**src/design/fob_defs.vh**
```
// fast overcurrent blanking: register map, field positions and timing constants
// assumes a 20 MHz controller clock; included by the design files by bare name
`ifndef FOB_DEFS_VH
`define FOB_DEFS_VH

// clock period in ns
`define FOB_CLK_NS 50
// least time in ns to whole cycles, rounded up, never below one
`define FOB_CYC(ns) ((((ns) + `FOB_CLK_NS - 1) / `FOB_CLK_NS) < 1 ? 1 : (((ns) + `FOB_CLK_NS - 1) / `FOB_CLK_NS))

// register offsets
`define FOB_ADDR_GAIN   16'hfe3c
`define FOB_ADDR_TIMING 16'hfe3d

// gain scale fields
`define FOB_GAIN_EXP_HI  15
`define FOB_GAIN_EXP_LO  11
`define FOB_GAIN_MAN_HI  9
`define FOB_GAIN_MAN_LO  0
`define FOB_GAIN_RESET   16'h0000

// timing fields
`define FOB_DEB_HI        4
`define FOB_DEB_LO        3
`define FOB_BLANK_HI      2
`define FOB_BLANK_LO      0
`define FOB_TIMING_RESET  8'h00

// threshold code fields handed on to the comparator
`define FOB_LIM_LEVEL_HI  1
`define FOB_LIM_LEVEL_LO  0
`define FOB_LIM_NEG       2

// debounce times in ns
`define FOB_DEB0_NS 40
`define FOB_DEB1_NS 80
`define FOB_DEB2_NS 120
`define FOB_DEB3_NS 240

// blanking times in ns
`define FOB_BLK0_NS 40
`define FOB_BLK1_NS 80
`define FOB_BLK2_NS 120
`define FOB_BLK3_NS 160
`define FOB_BLK4_NS 200
`define FOB_BLK5_NS 400
`define FOB_BLK6_NS 600
`define FOB_BLK7_NS 800

// timer width, enough for the longest blanking count
`define FOB_CNT_W 5

`endif

```
**src/design/fob_regs.v**
```verilog
// fast overcurrent blanking: the two software registers
// assumes a simple same-clock access port; reads answer one cycle later
`timescale 1ns/1ps
`include "fob_defs.vh"

module fob_regs (
	input  wire        clock,
	input  wire        srst,
	input  wire [15:0] reg_addr,
	input  wire        reg_wr_en,
	input  wire [15:0] reg_wdata,
	input  wire        reg_rd_en,
	output reg  [15:0] reg_rdata,
	output reg  [15:0] gain_reg,
	output reg  [7:0]  timing_reg
);

	// writes store only the writable fields; reserved bits stay zero
	always @(posedge clock)
	begin
		if (srst)
		begin
			gain_reg   <= `FOB_GAIN_RESET;
			timing_reg <= `FOB_TIMING_RESET;
		end
		else if (reg_wr_en)
		begin
			if (reg_addr == `FOB_ADDR_GAIN)
			begin
				gain_reg[`FOB_GAIN_EXP_HI:`FOB_GAIN_EXP_LO] <= reg_wdata[`FOB_GAIN_EXP_HI:`FOB_GAIN_EXP_LO];
				gain_reg[`FOB_GAIN_MAN_HI:`FOB_GAIN_MAN_LO] <= reg_wdata[`FOB_GAIN_MAN_HI:`FOB_GAIN_MAN_LO];
			end
			if (reg_addr == `FOB_ADDR_TIMING)
			begin
				timing_reg[`FOB_DEB_HI:`FOB_DEB_LO]     <= reg_wdata[`FOB_DEB_HI:`FOB_DEB_LO];
				timing_reg[`FOB_BLANK_HI:`FOB_BLANK_LO] <= reg_wdata[`FOB_BLANK_HI:`FOB_BLANK_LO];
			end
		end
	end

	// read data is held until the next read; unmapped offsets read zero
	always @(posedge clock)
	begin
		if (srst)
			reg_rdata <= 16'h0000;
		else if (reg_rd_en)
		begin
			case (reg_addr)
				`FOB_ADDR_GAIN:   reg_rdata <= gain_reg;
				`FOB_ADDR_TIMING: reg_rdata <= {8'h00, timing_reg};
				default:          reg_rdata <= 16'h0000;
			endcase
		end
	end

endmodule

```
**src/design/fob_top.v**
```verilog
// fast overcurrent blanking: blanking, debounce and pwm cutoff, plus the gain scale register
// assumes pwm_in, pwm_on_edge and cycle_start come from the pwm generator on the same clock;
// the comparator output is asynchronous and is synchronised here
`timescale 1ns/1ps
`include "fob_defs.vh"

// Operation
// - gain register bits 15:11 hold a writable two's-complement exponent
// - gain bits 9:0 hold mantissa; bit 10 reads zero; gain = mantissa times 2^exponent
// - overcurrent declared only after the sense stays above threshold the whole debounce time
// - debounce field bits 4:3 select 40, 80, 120 or 240 ns
// - after debounce all pwm outputs are forced off until the switching cycle ends
// - during blanking the comparator is ignored: no debounce counting, no cutoff
// - blanking field bits 2:0 select 40 to 800 ns; bits 7:5 read zero
// - the comparator threshold comes from a separate 3-bit field, top bit sets polarity
module fob_top #(
	parameter PWM_N = 2
) (
	input  wire             clock,
	input  wire             srst,
	input  wire [15:0]      reg_addr,
	input  wire             reg_wr_en,
	input  wire [15:0]      reg_wdata,
	input  wire             reg_rd_en,
	output wire [15:0]      reg_rdata,
	input  wire             overcurrent_cmp,
	input  wire [2:0]       current_limit_threshold,
	input  wire [PWM_N-1:0] pwm_in,
	input  wire             pwm_on_edge,
	input  wire             cycle_start,
	output reg  [PWM_N-1:0] pwm_out,
	output reg  [1:0]       limit_level,
	output reg              limit_negative,
	output reg              overcurrent_event,
	output reg              overcurrent_shutdown,
	output wire [15:0]      input_current_gain_scale
);

	wire [15:0]          gain_reg;
	wire [7:0]           timing_reg;
	reg                  cmp_meta_reg;
	reg                  cmp_sync_reg;
	reg [`FOB_CNT_W-1:0] blank_cnt_reg;
	reg [`FOB_CNT_W-1:0] blank_cnt_next;
	reg [`FOB_CNT_W-1:0] deb_cnt_reg;
	reg [`FOB_CNT_W-1:0] deb_cnt_next;
	reg                  shutdown_next;
	wire                 blanking;
	wire                 trip;
	wire                 cmp_live;
	wire                 deb_full;
	wire [`FOB_CNT_W-1:0] deb_cycles;
	wire [`FOB_CNT_W-1:0] blank_cycles;

	// whole-cycle counts of the programmed times, cut to the timer width where they are used;
	// five bits hold the longest count, sixteen cycles of blanking
	localparam integer          DEB0_CYC = `FOB_CYC(`FOB_DEB0_NS);
	localparam integer          DEB1_CYC = `FOB_CYC(`FOB_DEB1_NS);
	localparam integer          DEB2_CYC = `FOB_CYC(`FOB_DEB2_NS);
	localparam integer          DEB3_CYC = `FOB_CYC(`FOB_DEB3_NS);
	localparam integer          BLK0_CYC = `FOB_CYC(`FOB_BLK0_NS);
	localparam integer          BLK1_CYC = `FOB_CYC(`FOB_BLK1_NS);
	localparam integer          BLK2_CYC = `FOB_CYC(`FOB_BLK2_NS);
	localparam integer          BLK3_CYC = `FOB_CYC(`FOB_BLK3_NS);
	localparam integer          BLK4_CYC = `FOB_CYC(`FOB_BLK4_NS);
	localparam integer          BLK5_CYC = `FOB_CYC(`FOB_BLK5_NS);
	localparam integer          BLK6_CYC = `FOB_CYC(`FOB_BLK6_NS);
	localparam integer          BLK7_CYC = `FOB_CYC(`FOB_BLK7_NS);
	localparam [`FOB_CNT_W-1:0] CNT_ZERO = {`FOB_CNT_W{1'b0}};
	localparam [`FOB_CNT_W-1:0] CNT_ONE  = {{(`FOB_CNT_W-1){1'b0}}, 1'b1};

	// debounce code to a cycle count
	function [`FOB_CNT_W-1:0] deb_lookup;
		input [1:0] code;
		begin
			case (code)
				2'h0:    deb_lookup = DEB0_CYC[`FOB_CNT_W-1:0];
				2'h1:    deb_lookup = DEB1_CYC[`FOB_CNT_W-1:0];
				2'h2:    deb_lookup = DEB2_CYC[`FOB_CNT_W-1:0];
				default: deb_lookup = DEB3_CYC[`FOB_CNT_W-1:0];
			endcase
		end
	endfunction

	// blanking code to a cycle count
	function [`FOB_CNT_W-1:0] blank_lookup;
		input [2:0] code;
		begin
			case (code)
				3'h0:    blank_lookup = BLK0_CYC[`FOB_CNT_W-1:0];
				3'h1:    blank_lookup = BLK1_CYC[`FOB_CNT_W-1:0];
				3'h2:    blank_lookup = BLK2_CYC[`FOB_CNT_W-1:0];
				3'h3:    blank_lookup = BLK3_CYC[`FOB_CNT_W-1:0];
				3'h4:    blank_lookup = BLK4_CYC[`FOB_CNT_W-1:0];
				3'h5:    blank_lookup = BLK5_CYC[`FOB_CNT_W-1:0];
				3'h6:    blank_lookup = BLK6_CYC[`FOB_CNT_W-1:0];
				default: blank_lookup = BLK7_CYC[`FOB_CNT_W-1:0];
			endcase
		end
	endfunction

	// software registers
	fob_regs u_regs (
		.clock      (clock),
		.srst       (srst),
		.reg_addr   (reg_addr),
		.reg_wr_en  (reg_wr_en),
		.reg_wdata  (reg_wdata),
		.reg_rd_en  (reg_rd_en),
		.reg_rdata  (reg_rdata),
		.gain_reg   (gain_reg),
		.timing_reg (timing_reg)
	);

	// metering sees the stored gain word straight from its flip-flops
	assign input_current_gain_scale = gain_reg;

	assign deb_cycles   = deb_lookup(timing_reg[`FOB_DEB_HI:`FOB_DEB_LO]);
	assign blank_cycles = blank_lookup(timing_reg[`FOB_BLANK_HI:`FOB_BLANK_LO]);

	// comparator comes straight off an analog pin, so two flops before any use
	always @(posedge clock)
	begin
		if (srst)
		begin
			cmp_meta_reg <= 1'b0;
			cmp_sync_reg <= 1'b0;
		end
		else
		begin
			cmp_meta_reg <= overcurrent_cmp;
			cmp_sync_reg <= cmp_meta_reg;
		end
	end

	// the turn-on cycle itself is blanked, the timer covers the rest of the window
	assign blanking = pwm_on_edge | (blank_cnt_reg != {`FOB_CNT_W{1'b0}});

	// a sample counts toward debounce only when it is high and outside the blanking window
	assign cmp_live = cmp_sync_reg & ~blanking;

	// the count saturates one short of the programmed length, so the next live sample trips
	assign deb_full = (deb_cnt_reg == deb_cycles - CNT_ONE);

	// a trip needs deb_cycles consecutive unblanked high samples
	assign trip = cmp_live & deb_full;

	// blanking timer: reloads on every turn-on edge, otherwise runs down to zero and stops
	always @*
	begin
		blank_cnt_next = blank_cnt_reg;
		if (pwm_on_edge)
			blank_cnt_next = blank_cycles - CNT_ONE;
		else if (blank_cnt_reg != CNT_ZERO)
			blank_cnt_next = blank_cnt_reg - CNT_ONE;
	end

	// debounce counter: saturates at the trip point; a dip or a blanked cycle starts over
	always @*
	begin
		deb_cnt_next = deb_cnt_reg;
		if (!cmp_live)
			deb_cnt_next = CNT_ZERO;
		else if (!deb_full)
			deb_cnt_next = deb_cnt_reg + CNT_ONE;
	end

	// cutoff flag: a new switching cycle releases it, but a trip in that same cycle wins
	always @*
	begin
		shutdown_next = overcurrent_shutdown;
		if (cycle_start)
			shutdown_next = 1'b0;
		if (trip)
			shutdown_next = 1'b1;
	end

	// timer and counter state
	always @(posedge clock)
	begin
		if (srst)
		begin
			blank_cnt_reg <= CNT_ZERO;
			deb_cnt_reg   <= CNT_ZERO;
		end
		else
		begin
			blank_cnt_reg <= blank_cnt_next;
			deb_cnt_reg   <= deb_cnt_next;
		end
	end

	// cutoff level, trip pulse and gated pwm; gating uses the next cutoff value so the
	// outputs go off with the trip rather than one cycle after it
	always @(posedge clock)
	begin
		if (srst)
		begin
			overcurrent_shutdown <= 1'b0;
			overcurrent_event    <= 1'b0;
			pwm_out              <= {PWM_N{1'b0}};
		end
		else
		begin
			overcurrent_shutdown <= shutdown_next;
			overcurrent_event    <= trip;
			pwm_out              <= shutdown_next ? {PWM_N{1'b0}} : pwm_in;
		end
	end

	// threshold code goes out to the analog comparator as level and polarity; polarity is
	// not applied here, the comparator output is taken as already oriented
	always @(posedge clock)
	begin
		if (srst)
		begin
			limit_level    <= 2'h0;
			limit_negative <= 1'b0;
		end
		else
		begin
			limit_level    <= current_limit_threshold[`FOB_LIM_LEVEL_HI:`FOB_LIM_LEVEL_LO];
			limit_negative <= current_limit_threshold[`FOB_LIM_NEG];
		end
	end

endmodule

```
**config.mk**
```make
export PLATFORM = sky130hd
export DESIGN_NAME = fob_top
export DESIGN_NICKNAME = d
export VERILOG_FILES = /design/src/design/fob_regs.v /design/src/design/fob_top.v
export VERILOG_INCLUDE_DIRS = /design/src /design/src/design
export SDC_FILE = /design/constraint.sdc
export NUM_CORES = 1
export LEC_CHECK = 0
export BUFFER_PORTS_ARGS = -buffer_cell sky130_fd_sc_hd__buf_2
export CORE_ASPECT_RATIO = 1.4
export CORE_UTILIZATION = 49
export CTS_CLUSTER_DIAMETER = 200
export DETAILED_ROUTE_END_ITERATION = 8
export GPL_ROUTABILITY_DRIVEN = 0
export PLACE_DENSITY = 0.79
export SLEW_MARGIN = 20
export SYNTH_ARGS = -nofsm -noshare
export SYNTH_HDL_FRONTEND = slang
export SYNTH_SLANG_ARGS = --single-unit
export TNS_END_PERCENT = 50
```
**constraint.sdc**
```tcl
create_clock -name clock -period 2.8 [get_ports clock]
set_clock_uncertainty 0.15 [all_clocks]
set_input_delay 0.56 -clock clock [delete_from_list [all_inputs] [get_ports clock]]
set_output_delay 0.56 -clock clock [all_outputs]
set_load 0.05 [all_outputs]
```
Word level (Yosys, flattened, before mapping) --
Index checks and enable logic that the tools add are counted.
Storage, ports and cells: register bits 55, latch bits 0, memory bits (writable) 0, memory bits (read-only) 0, input bits 44, output and inout port bits 39, word-level logic and storage cells 48, memories kept 0
Operators by class: add/sub/neg operators 4, $mul 0, divide/modulo/power cells 0, order comparisons 0, equality and inequality tests 11, shifts and indexed selects 0, multiplexer cells 7, bitwise logic cells 5, reductions and logical operators 9
Operator list (count):
- equality test 16 bit, second input constant | 2
- case mux 16 bit (2 select lines) | 1
- case mux 5 bit (6 select lines) | 1
- subtractor 5 x 1 -> 5 bit, second input constant | 3
- two-way mux 5 bit | 2
- equality test 3 bit, second input constant | 3
- case mux 3 bit (3 select lines) | 1
- equality test 3 x 2 -> 1 bit, second input constant | 2
- OR reduction 2 bit | 3
- adder 5 x 1 -> 5 bit, second input constant | 1
- equality test 5 bit | 1
- nonzero test 5 bit | 1
- AND reduction 2 bit | 2
- equality test 3 x 1 -> 1 bit, second input constant | 1
- logical NOT 3 bit | 1
- AND 1 bit | 2
- equality test 2 x 1 -> 1 bit, second input constant | 1
- equality test 2 bit, second input constant | 1
- logical NOT 2 bit | 1
- two-way mux 1 bit | 2
- inverter 1 bit | 2
- nonzero test 2 bit | 1
- OR 1 bit | 1

Longest topological paths before layout --
Gate-level depths: netlist of the first run.
depth in word-level cells 7, gate-level depth with buffers 8, depth with buffers taken out 7

Cells and area by module --
From an unflattened synthesis of the first run, not the netlist that was laid out.
Unflattened totals: cells, all modules 265, area, all modules 2308.5 sq um
By module, submodules not included:
- fob_regs | times used 1, cells an instance 171, area an instance 1455.1 sq um, sequential area each 700.7 sq um
- fob_top | times used 1, cells an instance 94, area an instance 853.3 sq um, sequential area each 380.4 sq um

Least setup slack after synthesis of the first run --
Ideal clock, no wire load.
kind input -> register, start in pwm_on_edge, end reg blank_cnt_reg[4], library setup time 70 ps, arrival 2083 ps, required time 2580 ps, setup slack 497 ps, stages on the path 7, path buffers 1, path through clkbuf_1 -> mux2_2 -> inv_1 -> ha_1 -> inv_1 -> or4_1 -> a21oi_1
Between the ends: word-level cells in the longest chain between the ends 1, elaborated cells between the ends (all ways) 2, classes of those cells mux: 1; reduce/logical: 1
RTL lines:
- start: declaration | RTL line fob_top.v:29 | input wire pwm_on_edge,
- two-way mux 5 bit or nonzero test 2 bit (tied branches)
- end signal: assignment | RTL line fob_top.v:188 | blank_cnt_reg <= blank_cnt_next;
- end: declaration | RTL line fob_top.v:43 | reg [`FOB_CNT_W-1:0] blank_cnt_reg;
Several ways; a longest one is shown, not always the timed one. A chain may end at the register's enable or synchronous reset.

Worst setup path in the final report of the first run --
start in reg_addr[0], end reg u_regs.reg_rdata[3]
Between the ends: word-level cells in the longest chain between the ends 2, elaborated cells between the ends (all ways) 3, classes of those cells eq/ne: 2; mux: 1
RTL lines:
- start: declaration | RTL line fob_top.v:21 | input wire [15:0] reg_addr,
- equality test 16 bit | RTL line fob_regs.v:48 | case (reg_addr)
- case mux 16 bit (2 select lines) * | RTL line fob_regs.v:48
- end signal: assignment | RTL line fob_regs.v:49 | `FOB_ADDR_GAIN: reg_rdata <= gain_reg;
- end signal: assignment | RTL line fob_regs.v:50 | `FOB_ADDR_TIMING: reg_rdata <= {8'h00, timing_reg};
- end: declaration | RTL line fob_regs.v:13 | output reg [15:0] reg_rdata,
Every way passes the cells marked *; elsewhere a longest branch is shown, timed or not.

==> out/metrics.cfg, run 1 <==
[status]
status = finished clean

[timing]
finalCritPeriodShare = 0.7388
finalCriticalPeriod_ps = 2069
whs_ps = 296.7
tightest_slew_ps = 650.8
slew_headroom = 0.5549
setup_violations = 0
rsz0062_at_grt = no
fmax_ghz = 0.4834
slew_violations = 0
tns_ps = 0
hold_viol_final = 0

[grt]
overflow = 0
grt_pass1_wl_mm = 9.094
antenna_found_initial = 0
grt_max_degree = 31
grt_pass1_vias = 2075
track_usage = 0.2344

[drt]
drc = 0
drt-initial-drc-count = 73
wirelength_mm = 5.552
vias_per_cell = 5.574
dr.pass1.iters = 5
route.vias.total = 2235
ant_nets = 0
wl_per_cell_microns = 13.85

[yosys]
syn_inst = 266
synth-seq-area-share = 0.4653
ys_types = 44
yosysWarningCount = 0
syn_area_per_cell_sq_um = 8.735
synth_edf_count = 0
netlist_area_sq_um = 2323
async_flop_share = 0
synth_flop_cell = dfxtp_1
ys_ff_latch = 54

[layout]
final_util = 0.6348
seq_area_sq_um = 1081
diodes = 0
fin_cells = 401
nets = 384
n_fill_cell = 416
area_delta_synth_final_pct = 23.91
fin_area_sq_um = 2879
multi_input_area_sq_um = 1135
drive_above_1_share = 0.2832

[cts]
clock-sinks = 54
htree_levels = 2
cts_tree = built
cts_buffer_depth = 2
ctsHoldBuffers = 0
numCtsBuffers = 5
clockRootBuffer = clkbuf_8
post_cts_resized = 0
clk_latency_ps = 310
clkSlewWorstSetupHoldPaths_ps = 100
cts_setup_buffers = 0

[power]
p_leak_uw = 0.001185
ir_worst_vdd_uv = 413.4
powerDensity_nw_per_um2 = 519.0

[hold_path]
hold_path.class = in2reg
worst_hold_path.num_cells = 2

[flow_run]
drv_cap = 0

[floorplan]
die_area_sq_um = 5025
initial_core_util = 0.5123
core-area_sq_um = 4536
die_x_microns = 60.20
die_h_microns = 83.48
top_level_ports = 83
rows = 29

[critical_path]
crit_chain = buf_2, or4b_4, nor4_4, buf_12, a22oi_1, a211oi_1
worstPathArrival_ps = 2150
path_max_fanout = 30
critical_path_class = in2reg
crit_slowest_cell = or4b_4
cp-start-kind = input pin
crit_path_end_kind = flop
critical_path_required_ps = 2880
cp_slowest_stage_delay_ps = 540
r2r_cells = 4
cp.depth = 6
cp_num_buf_inv = 2
cp_top_family = simple AND/OR/NAND/NOR gates

[place]
place_area_sq_um = 2758
portBuffers = 79
dp.cells = 393
dp_hpwl_mm = 3.910

==> synth_stat cells, types with 2 or more instances <==
master	count	share of area
nand4_1	4	0.011
a211oi_1	5	0.016
nor2_1	13	0.021
ha_1	2	0.011
nand3_1	33	0.071
a21oi_1	37	0.080
inv_1	7	0.011
clkbuf_1	14	0.023
nand2b_1	15	0.040
nand2_1	2	0.0032
nor4b_1	2	0.0075
buf_2	2	0.0043
a22oi_1	5	0.016
and4b_1	4	0.017
or4_1	4	0.013
o21ai_0	24	0.052
and3_1	2	0.0054
xnor2_1	2	0.0075
nor2b_1	5	0.013
nand4b_1	2	0.0075
o31ai_1	3	0.0097
buf_4	3	0.0097
xor2_1	2	0.0075
dfxtp_1	54	0.47
==> cells in the final DEF (no fill, tap or decap), drive strengths merged, types with 6 or more instances in the layout <==
master,count
inv,8
clkbuf,6
nand2b,15
dfxtp,54
nand3,33
nor2,13
o21ai,24
a21oi,37
buf,83
==> cell type report <==
cell class	count	area share
clock inverters	2	0.01347
well taps	62	0.02694
multi-input cells	187	0.3942
repair buffers	83	0.1521
inverters	7	0.009126
clock buffers	6	0.02868
flip-flops and latches	54	0.3755
==> logic make-up after synthesis <==
family / Yosys count / synth area share
fa+ha+maj: 2 / 0.01077
simple gates: 98 / 0.2606
mux: 1 / 0.004846
buf+inv: 26 / 0.04793
flops: 54 / 0.4653
compound gates: 80 / 0.1939
other cells: 1 / 0.001614
xor+xnor: 4 / 0.01508
==> per-layer routing <==
layer / track usage / vias up / wire length (microns)
li1: - / 1111 / -
met1: 0.2687 / 1030 / 2136
met2: 0.3956 / 83 / 2921
met3: 0.05581 / 11 / 347
met4: 0.1057 / 0 / 146
met5: 0 / - / 0
==> final timing paths <==
check | from | to | slack (ps)
max reg2reg | deb_cnt_reg[1] | pwm_out[1] | 760
min reg2reg | cmp_meta_reg | cmp_sync_reg | 300
max | reg_addr[0] | u_regs.reg_rdata[3] | 730
min | current_limit_threshold[0] | limit_level[0] | 300
==> power by group <==
group	internal [uW]	switching (uW)	total, uW
sequential	784	6.88	791
clock	294	259	554
combinational	52.7	97.0	150
==> per-stage QoR <==
step	setup WS, ps	power (uW)
after floorplan	497.0	906.9
after global placement	452.9	955.6
after detailed placement	389.7	957.8
after CTS	719.8	1504
after global routing	500.7	1550
final	731.2	1494
No activity file was read; power rests on OpenSTA's default activity.
==> run 2, diff against run 1 <==
Clock period 2.8 ns to 2.1 ns, I/O delays scaled along.
==> run 2 against run 1 <==
  * Critical path depth rose by 1
  * Combinational power is 37% higher
  * Design area grew 3.3%
  * Global-route usage down 0.77 points
  * Total power up 26%
  * Non-clock buffer count grew 11
  * First-iteration DRC count is 84% higher
  * Critical endpoint is now blank_cnt_reg[4]
  * Clock power up 14%
  * Die area unchanged
  * Via count up 1.7%
  * Setup slack lost 610 ps
  * Sequential share of layout area shrank 1.1 points
==> out/metrics.cfg, run 2 (synthesized netlist as in run 1, its figures left out) <==
[status]
status = finished clean  ; unchanged

[floorplan]
rows = 29  ; unchanged
top_level_ports = 83  ; unchanged
die_area_sq_um = 5025  ; unchanged
die_h_microns = 83.48  ; unchanged
initial_core_util = 0.5123  ; unchanged
die_x_microns = 60.20  ; unchanged
core-area_sq_um = 4536  ; unchanged

[place]
dp.cells = 404  ; was 393
portBuffers = 79  ; unchanged
dp_hpwl_mm = 3.957  ; was 3.910 mm
place_area_sq_um = 2865  ; was 2758 sq um

[critical_path]
cp_slowest_stage_delay_ps = 510  ; was 540 ps
crit_path_end_kind = flop  ; unchanged
critical_path_required_ps = 2180  ; was 2880 ps
crit_slowest_cell = or4_1  ; was or4b_4
cp_top_family = simple AND/OR/NAND/NOR gates  ; unchanged
crit_chain = nor2_1, mux2_2, inv_1, ha_1, inv_1, or4_1, a21oi_1  ; was buf_2, or4b_4, nor4_4, buf_12, a22oi_1, a211oi_1
cp_num_buf_inv = 2  ; unchanged
worstReg2RegEnd = blank_cnt_reg[4]  ; was pwm_out[1]
crit_top_cell = inv_1
path_max_fanout = 7  ; was 30
r2r_cells = 7  ; was 4
rr_startpoint = u_regs.timing_reg[0]  ; was deb_cnt_reg[1]
crit_start = u_regs.timing_reg[0]  ; was reg_addr[0]
reg2reg_slack_ps = 120  ; was 760 ps
cp-start-kind = flop  ; was input pin
critical_path_class = reg2reg  ; was in2reg
worstPathArrival_ps = 2060  ; was 2150 ps

[drt]
ant_nets = 0  ; unchanged
dr.pass1.iters = 4  ; was 5
route.vias.total = 2273  ; was 2,235
wl_per_cell_microns = 13.40  ; was 13.85 microns
vias_per_cell = 5.517  ; was 5.574
drc = 0  ; unchanged
wirelength_mm = 5.519  ; was 5.552 mm
drt-initial-drc-count = 134  ; was 73

[timing]
hold_viol_final = 0  ; unchanged
setup_violations = 0  ; unchanged
finalCriticalPeriod_ps = 1976
slew_headroom = 0.6503  ; was 0.5549
tightest_slew_ps = 524.0  ; was 650.8 ps
finalCritPeriodShare = 0.9409
fmax_ghz = 0.5061
rsz0062_at_grt = no  ; unchanged
slew_violations = 0  ; unchanged

[cts]
numCtsBuffers = 5  ; unchanged
cts_setup_buffers = 0  ; unchanged
htree_levels = 2  ; unchanged
clkSlewWorstSetupHoldPaths_ps = 90  ; was 100 ps
clockRootBuffer = clkbuf_8  ; unchanged
cts_buffer_depth = 2  ; unchanged
clk_latency_ps = 300  ; was 310 ps
clock-sinks = 54  ; unchanged
cts_tree = built  ; unchanged

[power]
power.switching_uw = 465.3  ; was 363.4 uW
combPwrFrac = 0.109  ; was 0.100
power_uw = 1889  ; was 1494 uW
p_leak_uw = 0.001240  ; was 0.001185 uW
swShare = 0.2463  ; was 0.2432
ir_worst_vdd_uv = 498.4  ; was 413.4 uV
powerDensity_nw_per_um2 = 635.4  ; was 519.0 nW/um^2
p_int_uw = 1424  ; was 1131 uW
power_frac_clock = 0.333  ; was 0.371
power_frac_seq = 0.558  ; was 0.529

[grt]
grt_max_degree = 40  ; was 31
antenna_found_initial = 0  ; unchanged
overflow = 0  ; unchanged
grt_pass1_vias = 2067  ; was 2,075
track_usage = 0.2267  ; was 0.2344
grt_pass1_wl_mm = 8.907  ; was 9.094 mm

[hold_path]
hold_path.class = in2reg  ; unchanged
hp-start = current_limit_threshold[0]  ; unchanged
worst_hold_path.num_cells = 2  ; unchanged
hold_end = limit_level[0]  ; unchanged

[layout]
drive_above_1_share = 0.3114  ; was 0.2832
fin_area_sq_um = 2973  ; was 2879 sq um
nets = 395  ; was 384
diodes = 0  ; unchanged
fin_cells = 412  ; was 401
layout_commonest_cell = buf_2  ; unchanged
area_delta_synth_final_pct = 27.95  ; was 23.91%
mostFrequentLayoutCells = 79 x buf_2, 52 x dfxtp_1, 37 x a21oi_1  ; was 79 x buf_2, 54 x dfxtp_1, 37 x a21oi_1

[flow_run]
drv_cap = 0  ; unchanged

## run 2: worst max path at each step
stage | endpoint | slack, ps | cells past startpoint
after CTS | blank_cnt_reg[4] | 40 | 7
after global placement | u_regs.reg_rdata[7] | -70 | 7
final | blank_cnt_reg[4] | 120 | 7
after floorplan | blank_cnt_reg[4] | 40 | 7
after detailed placement | u_regs.reg_rdata[6] | -80 | 7
after global routing | blank_cnt_reg[4] | 3 | 7
## run 2: metrics by stage
step / util / setup slack, ps / setup TNS, ps / hold slack [ps]
final: 0.6554 / 124.0 / 0 / 166.8
after global routing: 0.6554 / 3.266 / 0 / 175.8
after CTS: 0.6549 / 40.07 / 0 / 164.3
after detailed placement: 0.6317 / -77.70 / -1430 / 306.3
after global placement: 0.6317 / -69.82 / -1156 / 296.5
after floorplan: - / 40.55 / 0 / 263.8
## run 2: layout make-up
class	instances	area [sq um]
clock inverters	1	8.758
well taps	62	77.57
fillers	424	1563
multi-input cells	187	1135
inverters	7	26.28
clock buffers	7	96.34
repair buffers	94	545.5
flip-flops and latches	54	1084
## run 2: power groups by stage
stage	registers [uW]	logic (uW)	clock network (uW)
after floorplan	1110	95.1	0
after global placement	1080	202	0
after detailed placement	1080	206	0
after CTS	1050	207	641
after global routing	1060	224	684
final	1050	206	629
## run 2: what timing repair did
action | in CTS | in global routing
hold endpoints to repair | 0 | 0
resized for setup | 0 | 2
endpoints found under the setup margin | 0 | 1
hold buffers | 0 | 0
## run 2: worst reg2reg max path: stages (launching register included)
cell     delay, ps
dfxtp_2        410
nor2_1          70
mux2_2         300
inv_1           60
ha_1           170
inv_1           60
or4_1          510
a21oi_1        160
## run 2: layer usage
layer	up-vias	wire length [microns]	global-route usage
met5	-	0	0
met3	8	270	0.04031
li1	1129	-	-
met2	74	2929	0.3906
met4	0	80	0.07611
met1	1062	2238	0.2724
==> run 3, diff against run 2 <==
Settings changed: CORE_UTILIZATION 49 to 53, PLACE_DENSITY 0.79 to 0.84.
Clock period 2.1 ns to 2.3 ns, I/O delays scaled along.
==> run 3 against run 2 <==
  * Via count decreased by 1.1%
  * Global-route usage about the same
  * Largest power group unchanged
  * Highest routed layer unchanged
  * The run now ends with DRC left
  * Critical path depth decreased by 3
  * Clock power decreased by 17%
  * Register-to-register slack improved by 120 ps
  * Critical path type unchanged
==> out/metrics.cfg, run 3 (synthesized netlist as in run 1, its figures left out) <==
[layout]
nets = 386  ; was 395
drive_above_1_share = 0.2845  ; was 0.3114
fin_cells = 386  ; was 412
layout_commonest_cell = buf_2  ; unchanged
final_util = 0.6720  ; was 0.6554
mostFrequentLayoutCells = 79 x buf_2, 54 x dfxtp_1, 37 x a21oi_1  ; was 79 x buf_2, 52 x dfxtp_1, 37 x a21oi_1
area_delta_synth_final_pct = 21.59  ; was 27.95%
diodes = 0  ; unchanged

[flow_run]
drv_cap = 0  ; unchanged

[grt]
grt_pass1_vias = 1888  ; was 2,067
overflow = 0  ; unchanged
grt_pass1_wl_mm = 8.280  ; was 8.907 mm
grt_max_degree = 31  ; was 40
antenna_found_initial = 0  ; unchanged
track_usage = 0.2269  ; was 0.2267

[place]
portBuffers = 79  ; unchanged
dp.cells = 378  ; was 404
dp_hpwl_mm = 3.807  ; was 3.957 mm
dpl_worst_slack_ps = 66.64  ; was -77.70 ps

[floorplan]
initial_core_util = 0.5527  ; was 0.5123
die_h_microns = 80.34  ; was 83.48 microns
die_x_microns = 57.96  ; was 60.20 microns
rows = 28  ; was 29
top_level_ports = 83  ; unchanged
die_area_sq_um = 4657  ; was 5025 sq um
core-area_sq_um = 4204  ; was 4536 sq um

[timing]
hold_viol_final = 0  ; unchanged
setup_ws_ps = 245.8  ; was 124.0 ps
rsz0062_at_grt = no  ; unchanged
finalCritPeriodShare = 0.8931  ; was 0.9409
fmax_ghz = 0.4868  ; was 0.5061 GHz
slew_headroom = 0.5477  ; was 0.6503
tns_ps = 0  ; unchanged
tightest_slew_ps = 661.3  ; was 524.0 ps
finalCriticalPeriod_ps = 2054  ; was 1976 ps
slew_violations = 0  ; unchanged
setup_violations = 0  ; unchanged

[drt]
route.vias.total = 2249  ; was 2,273
wl_per_cell_microns = 13.62  ; was 13.40 microns
dr.pass1.iters = 6  ; was 4
drc = 2  ; was 0
drt-initial-drc-count = 84  ; was 134
ant_nets = 0  ; unchanged
vias_per_cell = 5.826  ; was 5.517
wirelength_mm = 5.257  ; was 5.519 mm

[cts]
htree_levels = 2  ; unchanged
post_cts_resized = 0  ; unchanged
cts_buffer_depth = 2  ; unchanged
cts_setup_buffers = 0  ; unchanged
clkSlewWorstSetupHoldPaths_ps = 100  ; was 90 ps
clk_latency_ps = 300  ; about the same
numCtsBuffers = 5  ; unchanged
clock-sinks = 54  ; unchanged
ctsHoldBuffers = 0  ; unchanged
cts_tree = built  ; unchanged
clockRootBuffer = clkbuf_8  ; unchanged

[critical_path]
critical_path_required_ps = 2350  ; was 2180 ps
critical_path_class = reg2reg  ; unchanged
path_max_fanout = 6  ; was 7
cp-start-kind = flop  ; unchanged
worstPathArrival_ps = 2110  ; was 2060 ps
crit_path_end_kind = flop  ; unchanged

[status]
status = complete, but fails checks  ; was finished clean
violations = DRC

[power]
ir_worst_vdd_uv = 311.3  ; was 498.4 uV
p_leak_uw = 0.001176  ; was 0.001240 uW
power_uw = 1665  ; was 1889 uW
powerDensity_nw_per_um2 = 589.5  ; was 635.4 nW/um^2

[hold_path]
hold_path.class = in2reg  ; unchanged

-- run 3: layout make-up --
type / instances / area, sq um
Clock buffer: 6 / 72.57
Clock inverter: 2 / 13.76
Fill cell: 378 / 1379
Inverter: 7 / 26.28
Multi-Input combinational cell: 187 / 1135
Sequential cell: 54 / 1081
Tap cell: 45 / 56.30
Timing Repair Buffer: 85 / 440.4
-- run 3: critical path: stages (launching register included) --
cell and delay (ps):
dfxtp_1 370, or2_2 300, a2111oi_0 630, o21ai_0 270, and4b_1 240
-- run 3: report_power, final --
part           total, uW  internal [uW]  switching (uW)
Sequential           962            954            7.91
Clock                519            216             304
Combinational        184           65.3             118
Total               1670           1240             430
-- run 3: final timing paths --
path / startpoint / endpoint / slack, ps / depth (start not counted)
worst max-delay path: u_regs.timing_reg[4] / pwm_out[1] / 250 / 4
worst min-delay path: overcurrent_cmp / cmp_meta_reg / 210 / 2
worst max register to register: u_regs.timing_reg[4] / pwm_out[1] / 250 / 4
worst min register to register: cmp_meta_reg / cmp_sync_reg / 310 / 1
-- run 3: metal layers --
metal | part of all wire | vias up | GRT usage
met5 | 0 | - | 0
met4 | 0.020 | 0 | 0.09286
met3 | 0.042 | 12 | 0.04187
met2 | 0.52 | 67 | 0.4000
met1 | 0.42 | 1061 | 0.2651
li1 | - | 1109 | -
-- run 3: per-stage QoR --
step,hold WS [ps],area (sq um)
floorplan,263.8,2327
global placement,284.1,2739
detailed placement,290.5,2739
CTS,207.2,2825
global route,213.4,2825
finish,208.1,2825
